[config.mk]
export PLATFORM = sky130hd
export DESIGN_NAME = pwc_wiper_control
export DESIGN_NICKNAME = d
export VERILOG_FILES = /design/src/pwc_pkg.sv /design/src/pwc_wiper_control.sv
export SDC_FILE = /design/constraint.sdc
export NUM_CORES = 1
export LEC_CHECK = 0
export BUFFER_PORTS_ARGS = -buffer_cell sky130_fd_sc_hd__buf_2
export CAP_MARGIN = 15
export CORE_MARGIN = 4
export CORE_UTILIZATION = 55
export DETAILED_ROUTE_END_ITERATION = 8
export PLACE_DENSITY_LB_ADDON = 0.2
export SYNTH_ARGS = -nofsm -noshare
export SYNTH_HDL_FRONTEND = slang
export SYNTH_SLANG_ARGS = --single-unit
[constraint.sdc]
create_clock -name clock -period 11.8 [get_ports clock]
set_input_delay 1.18 -clock clock [delete_from_list [all_inputs] [get_ports clock]]
set_output_delay 1.18 -clock clock [all_outputs]
set_load 0.01 [all_outputs]
[src/pwc_pkg.sv]
// ****************************************************************
// timing, positions and pin indices
// ****************************************************************
package pwc_pkg;

    // clock period and the times the block measures, in their own units
    localparam int PWC_CLK_NS = 4;
    localparam int PWC_PORT_READY_NS = 10000;
    localparam int PWC_PORT_READY_CYCLES = PWC_PORT_READY_NS / PWC_CLK_NS;
    localparam int PWC_MS_NS = 1000000;
    localparam int PWC_MS_CYCLES = PWC_MS_NS / PWC_CLK_NS;

    // millisecond counts, measured on the 1 ms tick
    localparam logic [10:0] PWC_STARTUP_MS = 11'h032; // 50 ms
    localparam logic [10:0] PWC_HOLD_MS = 11'h3E8;    // 1000 ms
    localparam logic [10:0] PWC_REPEAT_MS = 11'h064;  // 100 ms
    localparam logic [10:0] PWC_IDLE_MS = 11'h3E8;    // 1000 ms

    // wiper positions: 0 is 0 dB, each step adds 1 dB
    localparam logic [6:0] PWC_POS_TOP = 7'h00;
    localparam logic [6:0] PWC_POS_BOTTOM = 7'h3F;
    localparam logic [6:0] PWC_POS_MUTE = 7'h40;
    localparam logic [6:0] PWC_POS_RESET = 7'h3F;

    // shared pin indices (independent name / stereo name)
    localparam int PWC_PIN_A = 0; // up_pot0 / volume raise
    localparam int PWC_PIN_B = 1; // down_pot0 / volume lower
    localparam int PWC_PIN_C = 2; // up_pot1 / balance toward wiper 0
    localparam int PWC_PIN_D = 3; // down_pot1 / balance toward wiper 1
    localparam int PWC_PINS = 4;

    // power-up sequence
    typedef enum logic [1:0] {
        PWC_PH_POWERUP,
        PWC_PH_SETTLE,
        PWC_PH_RUN
    } pwc_phase_t;

endpackage : pwc_pkg

[src/pwc_wiper_control.sv]
module pwc_wiper_control
    import pwc_pkg::*;
#(
    parameter int MS_CYCLES = PWC_MS_CYCLES
) (
    input wire logic clock,              // 250 MHz
    input wire logic rst_n,              // async reset, power-up
    input wire logic mode_select,        // strap, high = independent
    input wire logic up_pot0_button_n,   // also volume_raise_input
    input wire logic down_pot0_button_n, // also volume_lower_input
    input wire logic up_pot1_button_n,   // also balance_toward_wiper0
    input wire logic down_pot1_button_n, // also balance_toward_wiper1
    output logic [6:0] wiper0_pos,       // wiper 0 position
    output logic [6:0] wiper1_pos,       // wiper 1 position
    output logic wiper0_mute,            // wiper 0 at mute
    output logic wiper1_mute,            // wiper 1 at mute
    output logic mode_independent,       // latched mode
    output logic single_button,          // latched single-button setup
    output logic port_ready,             // serial port operational
    output logic buttons_active          // buttons being acted on
);

    // ****************************************************************
    // parameter check
    // ****************************************************************
    localparam int MSW = $clog2(MS_CYCLES);

    generate
        if (MS_CYCLES < 2) begin : g_bad_ms
            $error("MS_CYCLES must be at least 2");
        end
    endgenerate

    // ****************************************************************
    // power-up timing
    // ****************************************************************
    logic [11:0] port_cnt;
    logic [MSW-1:0] ms_cnt;
    logic ms_tick;
    logic [10:0] settle_ms;
    pwc_phase_t phase;
    logic [PWC_PINS-1:0] pin_low;

    // contacts close to ground, so a low pin is an active press
    assign pin_low = ~{down_pot1_button_n, up_pot1_button_n,
                       down_pot0_button_n, up_pot0_button_n};

    // serial port readiness counts from reset release
    always_ff @(posedge clock or negedge rst_n) begin
        if (!rst_n) begin
            port_cnt <= 12'h000;
            port_ready <= 1'b0;
        end else if (!port_ready) begin
            port_cnt <= port_cnt + 12'h001;
            port_ready <= (port_cnt == 12'(PWC_PORT_READY_CYCLES - 1));
        end
    end

    // 1 ms enable; all debounce and repeat timing rides on it
    always_ff @(posedge clock or negedge rst_n) begin
        if (!rst_n) begin
            ms_cnt <= '0;
            ms_tick <= 1'b0;
        end else begin
            ms_tick <= (ms_cnt == MSW'(MS_CYCLES - 1));
            if (ms_cnt == MSW'(MS_CYCLES - 1)) begin
                ms_cnt <= '0;
            end else begin
                ms_cnt <= ms_cnt + MSW'(1);
            end
        end
    end

    // straps caught on the first edge after release, never under reset
    always_ff @(posedge clock or negedge rst_n) begin
        if (!rst_n) begin
            phase <= PWC_PH_POWERUP;
            settle_ms <= 11'h000;
            mode_independent <= 1'b0;
            single_button <= 1'b0;
            buttons_active <= 1'b0;
        end else begin
            case (phase)
                PWC_PH_POWERUP: begin
                    mode_independent <= mode_select;
                    // down-side pins tied high at power-up pick single-button
                    single_button <= !pin_low[PWC_PIN_B] && !pin_low[PWC_PIN_D];
                    phase <= PWC_PH_SETTLE;
                end
                PWC_PH_SETTLE: begin
                    if (ms_tick) begin
                        settle_ms <= settle_ms + 11'h001;
                        if (settle_ms == PWC_STARTUP_MS - 11'h001) begin
                            buttons_active <= 1'b1;
                            phase <= PWC_PH_RUN;
                        end
                    end
                end
                default: begin
                    phase <= PWC_PH_RUN;
                end
            endcase
        end
    end

    // ****************************************************************
    // per-pin debounce, hold repeat and idle detection
    // ****************************************************************
    logic [PWC_PINS-1:0] step;
    logic [PWC_PINS-1:0] flip;

    generate
        for (genvar i = 0; i < PWC_PINS; i++) begin : g_pin
            logic raw;
            logic filt;
            logic used;
            logic pulse;
            logic idle_flip;
            logic [10:0] hold;
            logic [10:0] idle;

            // two agreeing 1 ms samples: bounces and short gaps merge
            always_ff @(posedge clock or negedge rst_n) begin
                if (!rst_n) begin
                    raw <= 1'b0;
                    filt <= 1'b0;
                    hold <= 11'h000;
                    pulse <= 1'b0;
                end else begin
                    pulse <= 1'b0;
                    if (ms_tick) begin
                        raw <= pin_low[i];
                        if (pin_low[i] == raw) begin
                            filt <= pin_low[i];
                        end
                        if (!filt) begin
                            hold <= 11'h000;
                        end else if (hold == PWC_HOLD_MS) begin
                            hold <= PWC_HOLD_MS - PWC_REPEAT_MS;
                        end else begin
                            hold <= hold + 11'h001;
                        end
                        // first tick of a press, then each repeat point
                        pulse <= filt && buttons_active &&
                                 (hold == 11'h000 || hold == PWC_HOLD_MS);
                    end
                end
            end

            // a long idle after use asks single-button logic to reverse
            always_ff @(posedge clock or negedge rst_n) begin
                if (!rst_n) begin
                    idle <= 11'h000;
                    used <= 1'b0;
                    idle_flip <= 1'b0;
                end else begin
                    idle_flip <= 1'b0;
                    if (ms_tick) begin
                        if (filt) begin
                            idle <= 11'h000;
                            used <= buttons_active;
                        end else if (idle != PWC_IDLE_MS) begin
                            idle <= idle + 11'h001;
                            if (idle == PWC_IDLE_MS - 11'h001 && used) begin
                                used <= 1'b0;
                                idle_flip <= 1'b1;
                            end
                        end
                    end
                end
            end

            assign step[i] = pulse;
            assign flip[i] = idle_flip;
        end
    endgenerate

    // ****************************************************************
    // wiper movement
    // ****************************************************************
    logic [1:0] dir_high;
    logic vol_up;
    logic bal_to0;
    logic bal_held;
    logic [6:0] bal_ref;
    logic [6:0] next_w0;
    logic [6:0] next_w1;
    logic [1:0] next_dir_high;
    logic next_vol_up;
    logic next_bal_to0;
    logic next_bal_held;
    logic [6:0] next_bal_ref;
    logic vol_evt;
    logic bal_evt;

    function automatic logic [6:0] pwc_toward_high(input logic [6:0] pos);
        pwc_toward_high = (pos == PWC_POS_TOP) ? pos : pos - 7'h01;
    endfunction : pwc_toward_high

    function automatic logic [6:0] pwc_toward_low(input logic [6:0] pos);
        pwc_toward_low = (pos >= PWC_POS_BOTTOM) ? pos : pos + 7'h01;
    endfunction : pwc_toward_low

    // decode the shared pins by the latched mode and set the next positions
    always_comb begin
        logic up_r;
        logic dn_r;
        logic b0_r;
        logic b1_r;
        logic [6:0] ref_now;
        up_r = 1'b0;
        dn_r = 1'b0;
        b0_r = 1'b0;
        b1_r = 1'b0;
        ref_now = bal_ref;
        next_w0 = wiper0_pos;
        next_w1 = wiper1_pos;
        next_dir_high = dir_high;
        next_vol_up = vol_up;
        next_bal_to0 = bal_to0;
        next_bal_held = bal_held;
        next_bal_ref = bal_ref;
        vol_evt = 1'b0;
        bal_evt = 1'b0;
        if (mode_independent) begin
            if (single_button) begin
                // one button per wiper, direction from history
                if (flip[PWC_PIN_A]) begin
                    next_dir_high[0] = ~dir_high[0];
                end
                if (flip[PWC_PIN_C]) begin
                    next_dir_high[1] = ~dir_high[1];
                end
                if (step[PWC_PIN_A]) begin
                    next_w0 = dir_high[0] ? pwc_toward_high(wiper0_pos)
                                          : pwc_toward_low(wiper0_pos);
                    if (next_w0 == PWC_POS_TOP || next_w0 == PWC_POS_BOTTOM) begin
                        next_dir_high[0] = (next_w0 == PWC_POS_BOTTOM);
                    end
                end
                if (step[PWC_PIN_C]) begin
                    next_w1 = dir_high[1] ? pwc_toward_high(wiper1_pos)
                                          : pwc_toward_low(wiper1_pos);
                    if (next_w1 == PWC_POS_TOP || next_w1 == PWC_POS_BOTTOM) begin
                        next_dir_high[1] = (next_w1 == PWC_POS_BOTTOM);
                    end
                end
            end else begin
                // up wins if both buttons of a pair land on one tick; ends saturate
                if (step[PWC_PIN_A]) begin
                    next_w0 = pwc_toward_high(wiper0_pos);
                end else if (step[PWC_PIN_B]) begin
                    next_w0 = pwc_toward_low(wiper0_pos);
                end
                if (step[PWC_PIN_C]) begin
                    next_w1 = pwc_toward_high(wiper1_pos);
                end else if (step[PWC_PIN_D]) begin
                    next_w1 = pwc_toward_low(wiper1_pos);
                end
            end
        end else begin
            // stereo: four functions on the shared pins
            if (single_button) begin
                if (flip[PWC_PIN_A]) begin
                    next_vol_up = ~vol_up;
                end
                if (flip[PWC_PIN_C]) begin
                    next_bal_to0 = ~bal_to0;
                end
                up_r = step[PWC_PIN_A] && vol_up;
                dn_r = step[PWC_PIN_A] && !vol_up;
                b0_r = step[PWC_PIN_C] && bal_to0;
                b1_r = step[PWC_PIN_C] && !bal_to0;
            end else begin
                up_r = step[PWC_PIN_A];
                dn_r = step[PWC_PIN_B];
                b0_r = step[PWC_PIN_C];
                b1_r = step[PWC_PIN_D];
            end
            vol_evt = up_r || dn_r;
            bal_evt = !vol_evt && (b0_r || b1_r);
            if (up_r) begin
                next_bal_held = 1'b0;
                if (wiper0_pos != PWC_POS_TOP && wiper1_pos != PWC_POS_TOP) begin
                    next_w0 = wiper0_pos - 7'h01;
                    next_w1 = wiper1_pos - 7'h01;
                end
                if (next_w0 == PWC_POS_TOP || next_w1 == PWC_POS_TOP) begin
                    next_vol_up = 1'b0;
                end
            end else if (dn_r) begin
                next_bal_held = 1'b0;
                if (wiper0_pos < PWC_POS_BOTTOM && wiper1_pos < PWC_POS_BOTTOM) begin
                    next_w0 = wiper0_pos + 7'h01;
                    next_w1 = wiper1_pos + 7'h01;
                end
                if (next_w0 >= PWC_POS_BOTTOM || next_w1 >= PWC_POS_BOTTOM) begin
                    next_vol_up = 1'b1;
                end
            end else if (bal_evt) begin
                // first balance press stores the louder wiper as the target
                if (!bal_held) begin
                    ref_now = (wiper0_pos < wiper1_pos) ? wiper0_pos : wiper1_pos;
                    next_bal_ref = ref_now;
                    next_bal_held = 1'b1;
                end
                if (b0_r) begin
                    if (wiper0_pos > ref_now) begin
                        next_w0 = wiper0_pos - 7'h01;
                    end else begin
                        next_w1 = pwc_toward_low(wiper1_pos);
                    end
                end else begin
                    if (wiper1_pos > ref_now) begin
                        next_w1 = wiper1_pos - 7'h01;
                    end else begin
                        next_w0 = pwc_toward_low(wiper0_pos);
                    end
                end
            end
        end
    end

    // position registers; steps only exist once the buttons are live
    always_ff @(posedge clock or negedge rst_n) begin
        if (!rst_n) begin
            wiper0_pos <= PWC_POS_RESET;
            wiper1_pos <= PWC_POS_RESET;
            wiper0_mute <= 1'b0;
            wiper1_mute <= 1'b0;
        end else begin
            wiper0_pos <= next_w0;
            wiper1_pos <= next_w1;
            wiper0_mute <= (next_w0 == PWC_POS_MUTE);
            wiper1_mute <= (next_w1 == PWC_POS_MUTE);
        end
    end

    // direction and balance memory; wipers start at the bottom, so go up first
    always_ff @(posedge clock or negedge rst_n) begin
        if (!rst_n) begin
            dir_high <= 2'h3;
            vol_up <= 1'b1;
            bal_to0 <= 1'b1;
            bal_held <= 1'b0;
            bal_ref <= PWC_POS_RESET;
        end else begin
            dir_high <= next_dir_high;
            vol_up <= next_vol_up;
            bal_to0 <= next_bal_to0;
            bal_held <= next_bal_held;
            bal_ref <= next_bal_ref;
        end
    end

    // ****************************************************************
    // checks
    // ****************************************************************
    AST_PORT_TIME: assert property (@(posedge clock) disable iff (!rst_n)
        $rose(port_ready) |-> port_cnt == 12'(PWC_PORT_READY_CYCLES))
        else $error("serial port ready at wrong time");

    AST_NO_EARLY_STEP: assert property (@(posedge clock) disable iff (!rst_n)
        !buttons_active |-> step == '0 && wiper0_pos == PWC_POS_RESET)
        else $error("button acted on before start-up delay");

    AST_START_POS: assert property (@(posedge clock) disable iff (!rst_n)
        $rose(buttons_active) |-> wiper0_pos == 7'h3F && wiper1_pos == 7'h3F)
        else $error("wipers not at 63 after power-up");

    AST_RANGE: assert property (@(posedge clock) disable iff (!rst_n)
        wiper0_pos <= PWC_POS_MUTE && wiper1_pos <= PWC_POS_MUTE)
        else $error("wiper position out of range");

    AST_MODE_HELD: assert property (@(posedge clock) disable iff (!rst_n)
        phase == PWC_PH_RUN |=> $stable(mode_independent) && $stable(single_button))
        else $error("mode changed after power-up");

    AST_PAIR_SEPARATE: assert property (@(posedge clock) disable iff (!rst_n)
        (mode_independent && !step[PWC_PIN_C] && !step[PWC_PIN_D])
        |=> $stable(wiper1_pos))
        else $error("wiper 1 moved by a wiper 0 button");

    AST_VOL_DIFF: assert property (@(posedge clock) disable iff (!rst_n)
        (!mode_independent && vol_evt)
        |=> (wiper0_pos - wiper1_pos) == $past(wiper0_pos - wiper1_pos))
        else $error("volume step changed wiper difference");

    AST_BAL_BOTTOM: assert property (@(posedge clock) disable iff (!rst_n)
        (bal_evt && wiper0_pos == PWC_POS_BOTTOM && wiper1_pos == PWC_POS_BOTTOM)
        |=> wiper0_pos == PWC_POS_BOTTOM && wiper1_pos == PWC_POS_BOTTOM)
        else $error("balance moved wipers off the bottom");

    AST_DUAL_END: assert property (@(posedge clock) disable iff (!rst_n)
        (mode_independent && !single_button && wiper0_pos == PWC_POS_TOP
         && step[PWC_PIN_A]) |=> wiper0_pos == PWC_POS_TOP)
        else $error("wiper left the top end on an up step");

endmodule : pwc_wiper_control

==> out/qor.yml <==
status:
  status: "complete, no violations"
finish:
  seqCellArea_mm2: 0.003983
  drive_above_1_share: 0.08857
  fin_nets: 1426
  multi_input_area_mm2: 0.006865
  antenna_cells: 0
  synthToLayoutAreaGrowth_pct: 7.228
  fill_cells: 1786
detailed_routing:
  viasPerCell: 6.558
  ant_nets: 0
  route.met2.wl_mm: 14.35
  wl_met1_mm: 13.73
  top_layer: "met4"
  num_vias: 10950
  drc: 0
  dr.pass1.iters: 5
  met3_length_mm: 2.957
  first_iter_violations: 1133
  routed_wl_mm: 32.59
  post_drt_wl_per_cell_um: 19.52
setup_path:
  worst-setup-path-type: "reg2reg"
  arrival_ps: 6060
  crit_fanout: 23
  r2r-end: "wiper1_mute"
  reg2regPathDepth: 16
  rrSetupSlack_ps: 6090
  startpoint_type: "flop"
  worstSetupEndpointType: "flop"
  r2r-start: "wiper1_pos[4]"
  cp.required_ps: 12150
placed_design:
  pre_cts_slack_ps: 6211
  dp_hpwl_mm: 22.30
  gp_congestion: 1.028
  numPortBuffers: 26
synthesis:
  synth_top_cells_by_count: "nand2_1 (167), nor2_1 (143), dfrtp_1 (136)"
  ys_seq_area_frac: 0.3484
  yosysUniqueCellTypes: 93
  async_flop_share: 1.000
  yosysMostFrequentCell: "nand2_1"
  synthesis.area_mm2: 0.01143
  syn_nets: 1453
  synth.ff_latch_count: 158
  synth-edff-count: 0
  yosys_warnings: 0
  avgSynthCellArea_um2: 8.081
  netlist_instances: 1414
  synth_ff_type: "dfrtp_1"
  synth_top_area_frac: 0.2979
  ys_top_cells_by_area: "dfrtp_1 (30%), nand2_1 (5.5%), dfstp_2 (5.1%), nor2_1 (4.7%), xnor2_1 (4.4%)"
  synth.largest_area_cell: "dfrtp_1"
clock_tree:
  numCtsBuffers: 17
  worstSkewPairLatency_ps: 440
  htreeDepth: 4
  cts_setup_buffers: 0
  clk_path_buf_depth: 2
  root_buffer: "clkbuf_16"
  cts.hold.buffers_added: 0
  cts.clk_slew.worst_paths_ps: 70
  cts-resized-gates: 0
  cts_num_sinks: 158
  cts_tree: "yes"
die:
  die_h_um: 152.1
  rows: 52
  ios: 27
  fp.coreArea_mm2: 0.02036
  die_w_um: 152.1
  start_util: 0.5611
  die-area_mm2: 0.02315
sta:
  hold_slack_ps: 464.3
  fin_crit_ps: 5710
  setup_slack_ps: 6090
  rsz0062_at_grt: "no"
  hold_viol: 0
  finalSetupTns_ps: 0
  slew_violations: 0
  skew_ps: 17.35
  worst_pin_slew_ps: 1084
  slew-limit-headroom: 0.2763
  timing.fmax_mhz: 175.1
  min_period_over_period: 0.4839
  finalSetupViolations: 0
grt:
  grt_first_pass_wirelength_mm: 53.90
  grt_antenna_before_repair: 0
  grt_usage: 0.2788
  grt-ovfl-total: 0
  grt_pass1_vias: 10390
  grt_start_max_net_pins: 83
hold_path:
  worstHoldStart: "ms_cnt[0]"
  holdPathEnd: "ms_cnt[0]"
  holdCritPathClass: "reg2reg"
  whs_path_depth: 1
job:
  cap_violations: 0
power_and_ir_drop:
  power_density_mw_per_mm2: 112.8
  pwr-share-clk: 0.418
  p_int_uw: 931.4
  p_leak_nw: 5.021
  seqPwrFrac: 0.428
  combPwrFrac: 0.154
  switching_share: 0.3263
  power_switching_uw: 451.0
  ir_drop_mv: 0.09278
-- power by group through the flow --
stage / Sequential [mW] / Combinational [mW] / Clock (mW)
after floorplan: 0.568 / 0.177 / 0
after global placement: 0.599 / 0.206 / 0
after detailed placement: 0.599 / 0.208 / 0
after CTS: 0.589 / 0.209 / 0.585
after global routing: 0.592 / 0.230 / 0.612
final: 0.591 / 0.214 / 0.577
-- final cells by class --
cell class,count,area share
clock buffers,17,0.03472
clock inverters,15,0.01603
inverters,60,0.01838
multi-input cells,1113,0.5604
flip-flops and latches,158,0.3251
well taps,270,0.02757
repair buffers,37,0.01787
-- per-stage QoR --
| stage | power (mW) | utilization | area, um^2 | cells |
|---|---|---|---|---|
| global placement | 0.8048 | 0.5711 | 11630 | 1638 |
| floorplan | 0.7448 | - | 11430 | 1414 |
| finish | 1.382 | 0.6016 | 12250 | 1670 |
| global route | 1.434 | 0.6016 | 12250 | 1670 |
| detailed placement | 0.8071 | 0.5711 | 11630 | 1638 |
| CTS | 1.382 | 0.6016 | 12250 | 1670 |
-- flip-flops by register name (all words and copies together), names as in the netlist, 2 cells and up --
signal / cells
bal_ref: 7
g_pin.hold: 44
ms_cnt: 18
settle_ms: 11
g_pin.raw: 4
g_pin.filt: 4
g_pin.pulse: 4
wiper0_pos: 7
wiper1_pos: 7
port_cnt: 12
g_pin.used: 2
g_pin.idle_flip: 2
g_pin.idle: 22
dir_high: 2
phase: 2
-- cell usage in the layout, fill, tap and decap left out, drive strengths merged, types with 15 or more instances in the layout --
cell    netlist  routed
and3         23      23
ha           32      32
o31ai        17      17
a31oi        23      23
a21oi        94      94
o211ai       15      15
nand2       167     167
nor3         42      42
nand3        74      74
xnor2        57      57
xor2         34      34
clkbuf       62      17
buf          21      37
nor2        143     143
dfstp        22      22
dfrtp       136     136
or3          17      17
inv          55      61
nor4         18      18
nand4        39      39
o21ai        97      97
-- kinds of logic after synthesis --
kind of cell               share of synthesized area
muxes                                        0.02223
xor gates and xnor gates                     0.06976
and+or+nand+nor                               0.2550
adders and majority gates                    0.03592
DFF                                           0.3484
AOI/OAI and AO/OA                             0.2179
buffers and inverters                        0.05070
-- worst max-delay path by stage --
| stage | start | end | slack (ps) | cells past startpoint |
|---|---|---|---|---|
| CTS | wiper1_pos[4] | wiper1_mute | 6190 | 16 |
| global route | wiper1_pos[4] | wiper1_mute | 5650 | 17 |
| floorplan | wiper1_pos[2] | wiper0_mute | 7210 | 21 |
| detailed placement | wiper1_pos[4] | wiper1_mute | 6210 | 17 |
| global placement | wiper1_pos[4] | wiper1_mute | 6360 | 17 |
| finish | wiper1_pos[4] | wiper1_mute | 6090 | 16 |
-- worst max-delay path: stages (launching register included) --
cell       delay [ps]
dfstp_2           830
clkinv_1          440
ha_1              450
nand4_1           160
o21ai_1           730
nand2_1           110
a21oi_1           170
a21oi_1           100
ha_1              430
o2111ai_1         200
a211oi_1          330
o221ai_2          240
a31oi_4           520
mux2i_1           250
a211oi_1          100
or3_1             420
nor4_2            130
-- routing by layer --
metal | GRT usage | vias up
met5 | 0 | -
li1 | - | 5091
met1 | 0.3736 | 5134
met4 | 0.1387 | 0
met3 | 0.05936 | 141
met2 | 0.4299 | 586
No activity file was read; power rests on OpenSTA's default activity.
